[src/inc/scr_params.svh]
// Offsets, field positions and reset values of the SYSREF clock control bank
`ifndef SCR_PARAMS_SVH
`define SCR_PARAMS_SVH

// Register byte offsets; the position status spans three bytes
`define SCR_OFS_SYSREF_CTRL 8'h29
`define SCR_OFS_INPUT_MODE 8'h2a
`define SCR_OFS_NOISE_CTRL 8'h2b
`define SCR_OFS_POS_B0 8'h2c
`define SCR_OFS_POS_B1 8'h2d
`define SCR_OFS_POS_B2 8'h2e

// Reset values
`define SCR_RST_SYSREF_CTRL 8'h80
`define SCR_RST_INPUT_MODE 8'h00
`define SCR_RST_NOISE_CTRL 8'h10
`define SCR_RST_POS 24'h000000
`define SCR_RD_UNMAPPED 8'h00

// Fields of the SYSREF clock control register
`define SCR_BIT_PROC_EN 6
`define SCR_BIT_RECV_EN 5
`define SCR_BIT_FINE_SCALE 4
`define SCR_SEL_MSB 3
`define SCR_SEL_LSB 0

// Fields of the clock input mode register
`define SCR_BIT_DEVICE_CLOCK_INPUT_PECL 2
`define SCR_BIT_SYSREF_PECL 1
`define SCR_BIT_INVERT 0

// Fields of the supply noise control register
`define SCR_BIT_ANALOG_SUPPR 2
`define SCR_BIT_CLOCK_SUPPR 0

// Width of the position status
`define SCR_POS_WIDTH 24

`endif

[src/inc/scr_pkg.sv]
// Types shared by the SYSREF clock control bank
`default_nettype none
package scr_pkg;
  typedef logic [7:0] scr_byte_t;
  typedef logic [3:0] scr_delay_t;
  typedef enum logic [1:0] {
    SCR_LANE_LOW,
    SCR_LANE_MID,
    SCR_LANE_HIGH
  } scr_lane_e;
endpackage
`default_nettype wire

[src/rtl/scr_clock_regs.sv]
// SYSREF clock control register bank with position status
`timescale 1ns/1ps
`default_nettype none
`include "scr_params.svh"
module scr_clock_regs #(
  parameter int ADDR_W = 15,
  parameter int POS_W = 24
) (
  input wire logic mclk,
  input wire logic nrst,
  input wire logic [ADDR_W-1:0] regAddr,
  input wire logic regWrite,
  input wire logic regRead,
  input wire scr_pkg::scr_byte_t regWdata,
  output scr_pkg::scr_byte_t regRdata,
  output logic regRvalid,
  input wire logic sysrefIn,
  input wire logic [POS_W-1:0] edgePosition,
  output logic sysrefEvent,
  output logic sysrefEventProcessEnable,
  output logic sysrefReceiverEnable,
  output logic sysrefFineWindowScale,
  output scr_pkg::scr_delay_t sysrefDelayChoice,
  output logic sysrefPolarityInvert,
  output logic deviceClockPeclInputMode,
  output logic sysrefPeclInputMode,
  output logic analogRailNoiseSuppress,
  output logic clockRailNoiseSuppress
);
  import scr_pkg::*;

  initial begin
    if (ADDR_W < 8) begin
      $error("ADDR_W must be at least 8");
    end
    if (POS_W != `SCR_POS_WIDTH) begin
      $error("POS_W must be 24");
    end
  end

  function automatic logic hit(input logic [ADDR_W-1:0] a, input logic [7:0] ofs);
    hit = (a == ADDR_W'(ofs));
  endfunction

  scr_byte_t sysrefCtrl;
  scr_byte_t inputMode;
  scr_byte_t noiseCtrl;
  logic [POS_W-1:0] edgeStatus;
  logic positionCapture;
  scr_lane_e lane;

  // Address decode
  wire hitCtrl = hit(regAddr, `SCR_OFS_SYSREF_CTRL);
  wire hitMode = hit(regAddr, `SCR_OFS_INPUT_MODE);
  wire hitNoise = hit(regAddr, `SCR_OFS_NOISE_CTRL);
  wire hitPos0 = hit(regAddr, `SCR_OFS_POS_B0);
  wire hitPos1 = hit(regAddr, `SCR_OFS_POS_B1);
  wire hitPos2 = hit(regAddr, `SCR_OFS_POS_B2);
  wire hitPos = hitPos0 | hitPos1 | hitPos2;
  wire wrCtrl = regWrite & hitCtrl;
  wire wrMode = regWrite & hitMode;
  wire wrNoise = regWrite & hitNoise;

  assign lane = hitPos2 ? SCR_LANE_HIGH : (hitPos1 ? SCR_LANE_MID : SCR_LANE_LOW);

  scr_byte_t posByte;
  always_comb begin
    posByte = edgeStatus[7:0];
    unique case (lane)
      SCR_LANE_LOW: posByte = edgeStatus[7:0];
      SCR_LANE_MID: posByte = edgeStatus[15:8];
      SCR_LANE_HIGH: posByte = edgeStatus[23:16];
    endcase
  end

  wire scr_byte_t next_rdata = hitCtrl ? sysrefCtrl :
                               hitMode ? inputMode :
                               hitNoise ? noiseCtrl :
                               hitPos ? posByte : `SCR_RD_UNMAPPED;

  always_ff @(posedge mclk) begin
    if (!nrst) begin
      sysrefCtrl <= `SCR_RST_SYSREF_CTRL;
    end else if (wrCtrl) begin
      sysrefCtrl <= regWdata;
    end
  end

  always_ff @(posedge mclk) begin
    if (!nrst) begin
      inputMode <= `SCR_RST_INPUT_MODE;
    end else if (wrMode) begin
      inputMode <= regWdata;
    end
  end

  always_ff @(posedge mclk) begin
    if (!nrst) begin
      noiseCtrl <= `SCR_RST_NOISE_CTRL;
    end else if (wrNoise) begin
      noiseCtrl <= regWdata;
    end
  end

  // read port has no side effects
  always_ff @(posedge mclk) begin
    if (!nrst) begin
      regRdata <= `SCR_RD_UNMAPPED;
      regRvalid <= 1'b0;
    end else begin
      regRvalid <= regRead;
      if (regRead) begin
        regRdata <= next_rdata;
      end
    end
  end

  assign sysrefEventProcessEnable = sysrefCtrl[`SCR_BIT_PROC_EN];
  assign sysrefReceiverEnable = sysrefCtrl[`SCR_BIT_RECV_EN];
  assign sysrefFineWindowScale = sysrefCtrl[`SCR_BIT_FINE_SCALE];
  assign sysrefDelayChoice = sysrefCtrl[`SCR_SEL_MSB:`SCR_SEL_LSB];
  assign sysrefPolarityInvert = inputMode[`SCR_BIT_INVERT];
  assign deviceClockPeclInputMode = inputMode[`SCR_BIT_DEVICE_CLOCK_INPUT_PECL];
  assign sysrefPeclInputMode = inputMode[`SCR_BIT_SYSREF_PECL];
  assign analogRailNoiseSuppress = noiseCtrl[`SCR_BIT_ANALOG_SUPPR];
  assign clockRailNoiseSuppress = noiseCtrl[`SCR_BIT_CLOCK_SUPPR];

  // status comes only from the detector, never the bus
  scr_sysref_gate #(
    .POS_W(POS_W)
  ) u_gate (
    .mclk(mclk),
    .nrst(nrst),
    .sysrefIn(sysrefIn),
    .polarityInvert(sysrefPolarityInvert),
    .receiverEnable(sysrefReceiverEnable),
    .processEnable(sysrefEventProcessEnable),
    .edgePosition(edgePosition),
    .sysrefEvent(sysrefEvent),
    .positionCapture(positionCapture),
    .capturedPosition(edgeStatus)
  );
endmodule
`default_nettype wire

[src/rtl/scr_sysref_gate.sv]
// SYSREF polarity, receiver gating, event detection and edge position capture
`timescale 1ns/1ps
`default_nettype none
`include "scr_params.svh"
module scr_sysref_gate #(
  parameter int POS_W = 24
) (
  input wire logic mclk,
  input wire logic nrst,
  input wire logic sysrefIn,
  input wire logic polarityInvert,
  input wire logic receiverEnable,
  input wire logic processEnable,
  input wire logic [POS_W-1:0] edgePosition,
  output logic sysrefEvent,
  output logic positionCapture,
  output logic [POS_W-1:0] capturedPosition
);
  initial begin
    if (POS_W < 1) begin
      $error("POS_W must be at least one");
    end
  end

  logic sysrefPrev;
  wire sysrefAligned = sysrefIn ^ polarityInvert;
  wire sysrefSeen = sysrefAligned & receiverEnable;
  wire risingEdge = sysrefSeen & ~sysrefPrev;
  wire next_event = risingEdge & processEnable;

  always_ff @(posedge mclk) begin
    if (!nrst) begin
      sysrefPrev <= 1'b0;
      sysrefEvent <= 1'b0;
      positionCapture <= 1'b0;
    end else begin
      sysrefPrev <= sysrefSeen;
      sysrefEvent <= next_event;
      positionCapture <= risingEdge;
    end
  end

  always_ff @(posedge mclk) begin
    if (!nrst) begin
      capturedPosition <= POS_W'(`SCR_RST_POS);
    end else if (risingEdge) begin
      capturedPosition <= edgePosition;
    end
  end
endmodule
`default_nettype wire

[config.mk]
export PLATFORM = sky130hd
export DESIGN_NAME = scr_clock_regs
export DESIGN_NICKNAME = d
export VERILOG_FILES = /design/src/inc/scr_pkg.sv /design/src/rtl/scr_clock_regs.sv /design/src/rtl/scr_sysref_gate.sv
export VERILOG_INCLUDE_DIRS = /design/src /design/src/inc
export SDC_FILE = /design/constraint.sdc
export NUM_CORES = 1
export LEC_CHECK = 0
export BUFFER_PORTS_ARGS = -buffer_cell sky130_fd_sc_hd__buf_2
export CORE_UTILIZATION = 49
export CTS_BUF_LIST = sky130_fd_sc_hd__clkbuf_8
export DETAILED_ROUTE_END_ITERATION = 6
export PLACE_DENSITY = 0.85
export SETUP_SLACK_MARGIN = 0.4
export SLEW_MARGIN = 20
export SYNTH_ARGS = -nofsm -noshare
export SYNTH_HDL_FRONTEND = slang
export SYNTH_SLANG_ARGS = --single-unit
[constraint.sdc]
create_clock -name mclk -period 1.45 [get_ports mclk]
set_clock_uncertainty 0.1 [all_clocks]
set_input_delay 0 -clock mclk [delete_from_list [all_inputs] [get_ports mclk]]
set_output_delay 0 -clock mclk [all_outputs]
set_load 0.02 [all_outputs]
## Yosys cells after proc, flatten, opt, wreduce, memory -nomap -nowiden

Cells that the tools add are included.

| storage, ports and cells | value |
|---|---|
| RAM bits | 0 |
| input bits | 52 |
| memory bits (read-only) | 0 |
| logic and storage cells | 34 |
| latch bits | 0 |
| output and inout bits | 22 |
| bits in registers | 59 |
| memories | 0 |

| operators by class | value |
|---|---|
| multiply operators | 0 |
| div/mod/pow operators | 0 |
| shift-type cells | 0 |
| bitwise operators | 10 |
| reduce and logical (&&, ||, !) cells | 1 |
| $lt $le $gt $ge | 0 |
| eq/ne operators | 8 |
| multiplexer cells | 7 |
| $add $sub $neg | 0 |

Operators by type and width:

| operator | number |
|---|---|
| $eq 15x6->1 const B | 6 |
| $mux 8 | 4 |
| $pmux 8 s3 | 1 |
| $and 1x1->1 | 6 |
| $eq 2x1->1 const B | 1 |
| $eq 2x2->1 const B | 1 |
| $logic_not 2->1 | 1 |
| $mux 2 | 1 |
| $or 1x1->1 | 2 |
| $mux 1 | 1 |
| $not 1->1 | 1 |
| $xor 1x1->1 | 1 |

## Longest topological paths before layout

| depth | value |
|---|---|
| depth after elaboration | 9 |
| mapped depth | 7 |
| gate-level depth less buffers | 5 |

## By module

From an unflattened synthesis, not the netlist that was laid out.

| unflattened totals | value |
|---|---|
| cells, all modules | 293 |
| area total of the unflattened synthesis | 2,791.4 µm² |

By module, submodules not included:

| module | cells an instance | times used | sequential area each (µm²) | area an instance (µm²) |
|---|---|---|---|---|
| scr_clock_regs | 180 | 1 | 660.6 | 1,724.2 |
| scr_sysref_gate | 113 | 1 | 540.5 | 1,067.3 |

## Worst setup path after synthesis

Ideal clock, no wire load.

| timing | value |
|---|---|
| path kind | flip-flop to flip-flop |
| start point | register inputMode[0] |
| end point | register u_gate.capturedPosition[10] |
| slack | -0.243 ns |
| required time | 1.228 ns |
| arrival time | 1.471 ns |
| clock period less this slack | 1.693 ns |
| setup time | 0.122 ns |
| cell stages (with the launch flop) | 8 |
| path through | dfxtp_1 xor2_1 nand2_1 or2_2 clkbuf_1 clkbuf_1 nand2_1 a21boi_0 |

| on the way | value |
|---|---|
| longest elaborated chain between the ends | 3 |

RTL lines:

| what | line | source |
|---|---|---|
| from (decl) | scr_clock_regs.sv:46 | `scr_byte_t inputMode;` |
| from (signal assigned) | scr_clock_regs.sv:91 | `` inputMode <= `SCR_RST_INPUT_MODE; `` |
| from (signal assigned) | scr_clock_regs.sv:93 | `inputMode <= regWdata;` |
| $xor 1x1->1 | scr_sysref_gate.sv:26 | `wire sysrefAligned = sysrefIn ^ polarityInvert;` |
| $and 1x1->1 | scr_sysref_gate.sv:27 | `wire sysrefSeen = sysrefAligned & receiverEnable;` |
| $and 1x1->1 | scr_sysref_gate.sv:28 | `wire risingEdge = sysrefSeen & ~sysrefPrev;` |
| to (signal assigned) | scr_sysref_gate.sv:45 | `` capturedPosition <= POS_W'(`SCR_RST_POS); `` |
| to (signal assigned) | scr_sysref_gate.sv:47 | `capturedPosition <= edgePosition;` |
| to (decl) | scr_sysref_gate.sv:17 | `output logic [POS_W-1:0] capturedPosition` |

No other way between the ends.
A chain may end at the register's enable or synchronous reset.

## Worst setup path in the final report

| timing | value |
|---|---|
| start point | input regAddr[7] |
| end point | register inputMode[7] |

| on the way | value |
|---|---|
| longest elaborated chain between the ends | 2 |

RTL lines:

| what | line | source |
|---|---|---|
| from (decl) | scr_clock_regs.sv:11 | `input wire logic [ADDR_W-1:0] regAddr,` |
| $eq 15x6->1 | scr_clock_regs.sv:42 | `hit = (a == ADDR_W'(ofs));` |
| $and 1x1->1 | scr_clock_regs.sv:61 | `wire wrMode = regWrite & hitMode;` |

No other way between the ends.

==> Implementation_results.wiki <==
{| class="wikitable"
! Metric !! Value
|-
| Outcome || complete, but fails checks
|-
| Violations in the final reports || negative setup slack
|-
| Least setup slack across all paths after layout || -0.07890 ns
|-
| Complex-gate fraction of the synthesized area || 16.33%
|-
| Drt via density || roughly 6.2
|-
| Hold violation count in the final report || 0
|-
| Layout cell share with drive strength beyond 1 || between 40% and 50%
|-
| Sinks on Clock Net || just under 60
|-
| CTS Buf Count || 9
|-
| CTS HTree Levels || 3
|-
| Combinational family with the most area after synthesis || simple AND/OR/NAND/NOR gates
|-
| Period Utilization, post-route || 105.4%
|-
| Inst Count DP || between 400 and 500
|-
| Warning count from the yosys run || 0
|-
| Fin area || about 0.0044 mm2
|-
| Global-route usage over all layers || a little under a third
|-
| Endpoint kind of the worst setup timing path || flip-flop
|-
| Die width || 76.41 um
|-
| Layout net count || roughly 470
|-
| Post-place setup slack || -0.1671 ns
|-
| Detailed-placement wirelength estimate || 4735 um
|-
| DIE AREA || 0.005838 mm2
|-
| Critical Path Source Type || input pin
|-
| Max Clk Rate || about 0.65 GHz
|-
| Clock tree from TritonCTS || done
|-
| Maximum number of pins on one net before global-route repair || 59
|-
| Number of cells on the worst reg-to-reg path || 7
|-
| Biggest area consumer among synthesized cells || sky130_fd_sc_hd__dfxtp_1
|-
| Clock input transition at the sequential cells of the worst setup and hold paths || approximately 0.060 ns
|-
| Maximum fanout along the worst path || 6
|-
| Cell depth of the worst hold path || 3
|-
| Adder-cell share of the synthesized area || 0%
|-
| Top cells by count, synth || 59 x sky130_fd_sc_hd__dfxtp_1, 53 x sky130_fd_sc_hd__nand2_1, 31 x sky130_fd_sc_hd__mux2i_1
|-
| Start of the worst register-to-register path || inputMode[0]
|-
| Static leakage || between 1.5 and 2 nW
|-
| Routed wire length || 10830 um
|-
| Worst-Margin Slew || around 0.54 ns
|-
| Hold Path Origin || sysrefIn
|-
| Post-layout instance count excluding filler cells || around 490
|-
| First-pass GRT wire length || ~14000 um
|-
| Dominant cell by count in the synthesized netlist || sky130_fd_sc_hd__dfxtp_1
|-
| Post-Syn Nets || 342
|-
| Signed area change from the synthesized netlist to the final layout || 62.27%
|-
| Antenna cells || 0
|-
| Antenna Violating Nets Remaining || 0
|-
| Final Slew Violations || 0
|-
| Arr. time, crit path || 1.64 ns
|-
| Insertion delay of the later-clocked pin in the worst-skew pair || ~0.35 ns
|-
| GRT Residual Overflow || 0
|-
| Worst min-delay path class || in -> reg
|-
| Library cells used by synthesis || 31
|-
| Worst EP required || about 1.6 ns
|-
| Number of global-route vias before repair || about 2900
|-
| Initial Util || 52.12%
|-
| Number of placement rows || 26
|-
| Maximum vdd drop || roughly 0.00075 V
|-
| Worst hold path endpoint || u_gate.sysrefPrev
|-
| Initial antenna violation count || 0
|-
| Post-synthesis instance area || around 0.0027 mm2
|-
| Worst setup slack for register-to-register paths || -0.05 ns
|-
| Die outline height || between 70 and 80 um
|-
| Start-to-end type of the worst setup path || in -> reg
|-
| DRC violations left || 0
|-
| Cells taking the most area after synthesis || sky130_fd_sc_hd__dfxtp_1 44%, sky130_fd_sc_hd__mux2i_1 11%, sky130_fd_sc_hd__nand2_1 7.3%
|-
| Portion of netlist area occupied by mux cells || a little under an eighth
|-
| Sequential element share of the synthesized area || ~44%
|-
| Final RePlAce weighted congestion || between 0.8 and 0.9
|-
| Instance count of the mapped netlist || 290
|-
| Ys async rst share || 0%
|-
| Power per standard cell area || about 770 mW/mm2
|-
| Unrepaired setup endpoints after global routing || true
|-
| Number of synthesized register bits || 59
|-
| Input/output buffers || between 70 and 80
|-
| Headroom to the max-slew limit || 63.57%
|-
| Hold_ws || between 0.007 and 0.008 ns
|-
| Post-synthesis share of cell area spent on and, or, nand and nor gates || roughly a quarter
|-
| Most used DFF post-synth || sky130_fd_sc_hd__dfxtp_1
|-
| Endpoints failing setup || 14
|-
| Capture instance of the worst register-to-register path || u_gate.capturedPosition[11]
|-
| Total number of vias || ~3000
|-
| I/O pin count || 74
|-
| Router iterations before antenna repair || 7
|-
| Syn_area_per_cell || ~9.4 um2
|-
| Total chip power || about 0.0034 W
|-
| Post-DR wirelength/cell || between 20 and 25 um
|-
| Top cell type's share of synthesized area || between 40% and 50%
|-
| Number of DRC markers in iteration 0 || about 470
|-
| CTS root buffer || sky130_fd_sc_hd__clkbuf_8
|-
| Cell area after placement || ~0.0033 mm2
|-
| Max Cap Viol || 0
|-
| Core area || about 0.0052 mm2
|-
| Fraction of synthesized cell area in xor and xnor cells || less than 1%
|-
| Number of buffers between clock root and the deepest sink || 2
|-
| Time the worst path needs with I/O delays and setup || ~1.5 ns
|-
| Number of flops mapped to enable cells by yosys || 0
|}
[power breakdown]
part / leakage [nW] / total, W / internal, W / switching, W
clock: 0.105 / 0.00141 / 0.000742 / 0.000666
sequential: 0.482 / 0.00162 / 0.00162 / 0.000000289
combinational: 1.13 / 0.000344 / 0.000189 / 0.000155
total: 1.72 / 0.00337 / 0.00255 / 0.000821
[worst max-delay path, cell delays in order]
cell                      delay (ns)
sky130_fd_sc_hd__buf_6          0.10
sky130_fd_sc_hd__nor4b_4        0.38
sky130_fd_sc_hd__nand4_4        0.22
sky130_fd_sc_hd__nor3_4         0.35
sky130_fd_sc_hd__buf_12         0.18
sky130_fd_sc_hd__mux2i_1        0.27
sky130_fd_sc_hd__nor2b_1        0.13
[timing repair]
item	in CTS	in global routing
buffers inserted	6	2
cloned	2	1
endpoints found under the setup margin	57	61
endpoints found under the hold margin	50	0
gates resized for setup	45	81
pin swaps	29	25
hold buffers	34	0
[layer usage]
| layer | wire [um] | global-route usage [%] | share of wire, % |
|---|---|---|---|
| met4 | 890 | 19.42 | 8.2 |
| met5 | 0 | 0 | 0 |
| met3 | 1079 | 6.946 | 10 |
| met1 | 3824 | 36.12 | 35 |
| met2 | 5032 | 54.32 | 46 |
[cell type report]
type	count	area, um2
Clock inverter	4	17.52
Fill cell	252	803.3
Timing Repair Buffer	139	1127
Clock buffer	12	165.2
Inverter	9	33.78
Sequential cell	59	1199
Multi-Input combinational cell	201	1772
Tap cell	70	87.58
[logic make-up after synthesis]
group	Yosys count
simple gates	111
flops	59
compound gates	58
mux	31
buf+inv	30
xor+xnor	1
[state kept, by name (all words and copies together) (netlist names)]
name and cells:
inputMode 8, noiseCtrl 8, regRdata 8, regRvalid 1, sysrefCtrl 8, u_gate.capturedPosition 24, u_gate.sysrefEvent 1, u_gate.sysrefPrev 1
[through the flow]
stage | util [%] | setup TNS [ns]
after global routing | 84.57 | -1.080
after detailed placement | 63.49 | -3.780
final | 84.57 | -0.3541
after global placement | 63.49 | -2.244
after floorplan | - | -0.8498
after CTS | 77.79 | 0
[worst max path at each step]
stage	start	end	slack, ns	cells after the start
global route	u_gate.capturedPosition[11]	regRdata[3]	-0.18	5
floorplan	inputMode[0]	u_gate.capturedPosition[10]	-0.03	6
global placement	regAddr[6]	regRdata[2]	-0.11	7
detailed placement	regAddr[6]	regRdata[4]	-0.17	8
CTS	inputMode[0]	u_gate.capturedPosition[1]	0.03	7
finish	regAddr[7]	inputMode[7]	-0.08	7
[cell usage in the layout (no fill, tap or decap), types with 12 or more instances in the layout]
master	count
sky130_fd_sc_hd__buf_2	68
sky130_fd_sc_hd__dfxtp_1	47
sky130_fd_sc_hd__dlygate4sd3_1	34
sky130_fd_sc_hd__nand2_1	33
sky130_fd_sc_hd__mux2i_1	24
sky130_fd_sc_hd__nor2b_1	22
sky130_fd_sc_hd__buf_4	17
sky130_fd_sc_hd__nand2_2	13
sky130_fd_sc_hd__a21boi_2	13
sky130_fd_sc_hd__clkbuf_8	12
(Power assumes the default switching activity.)
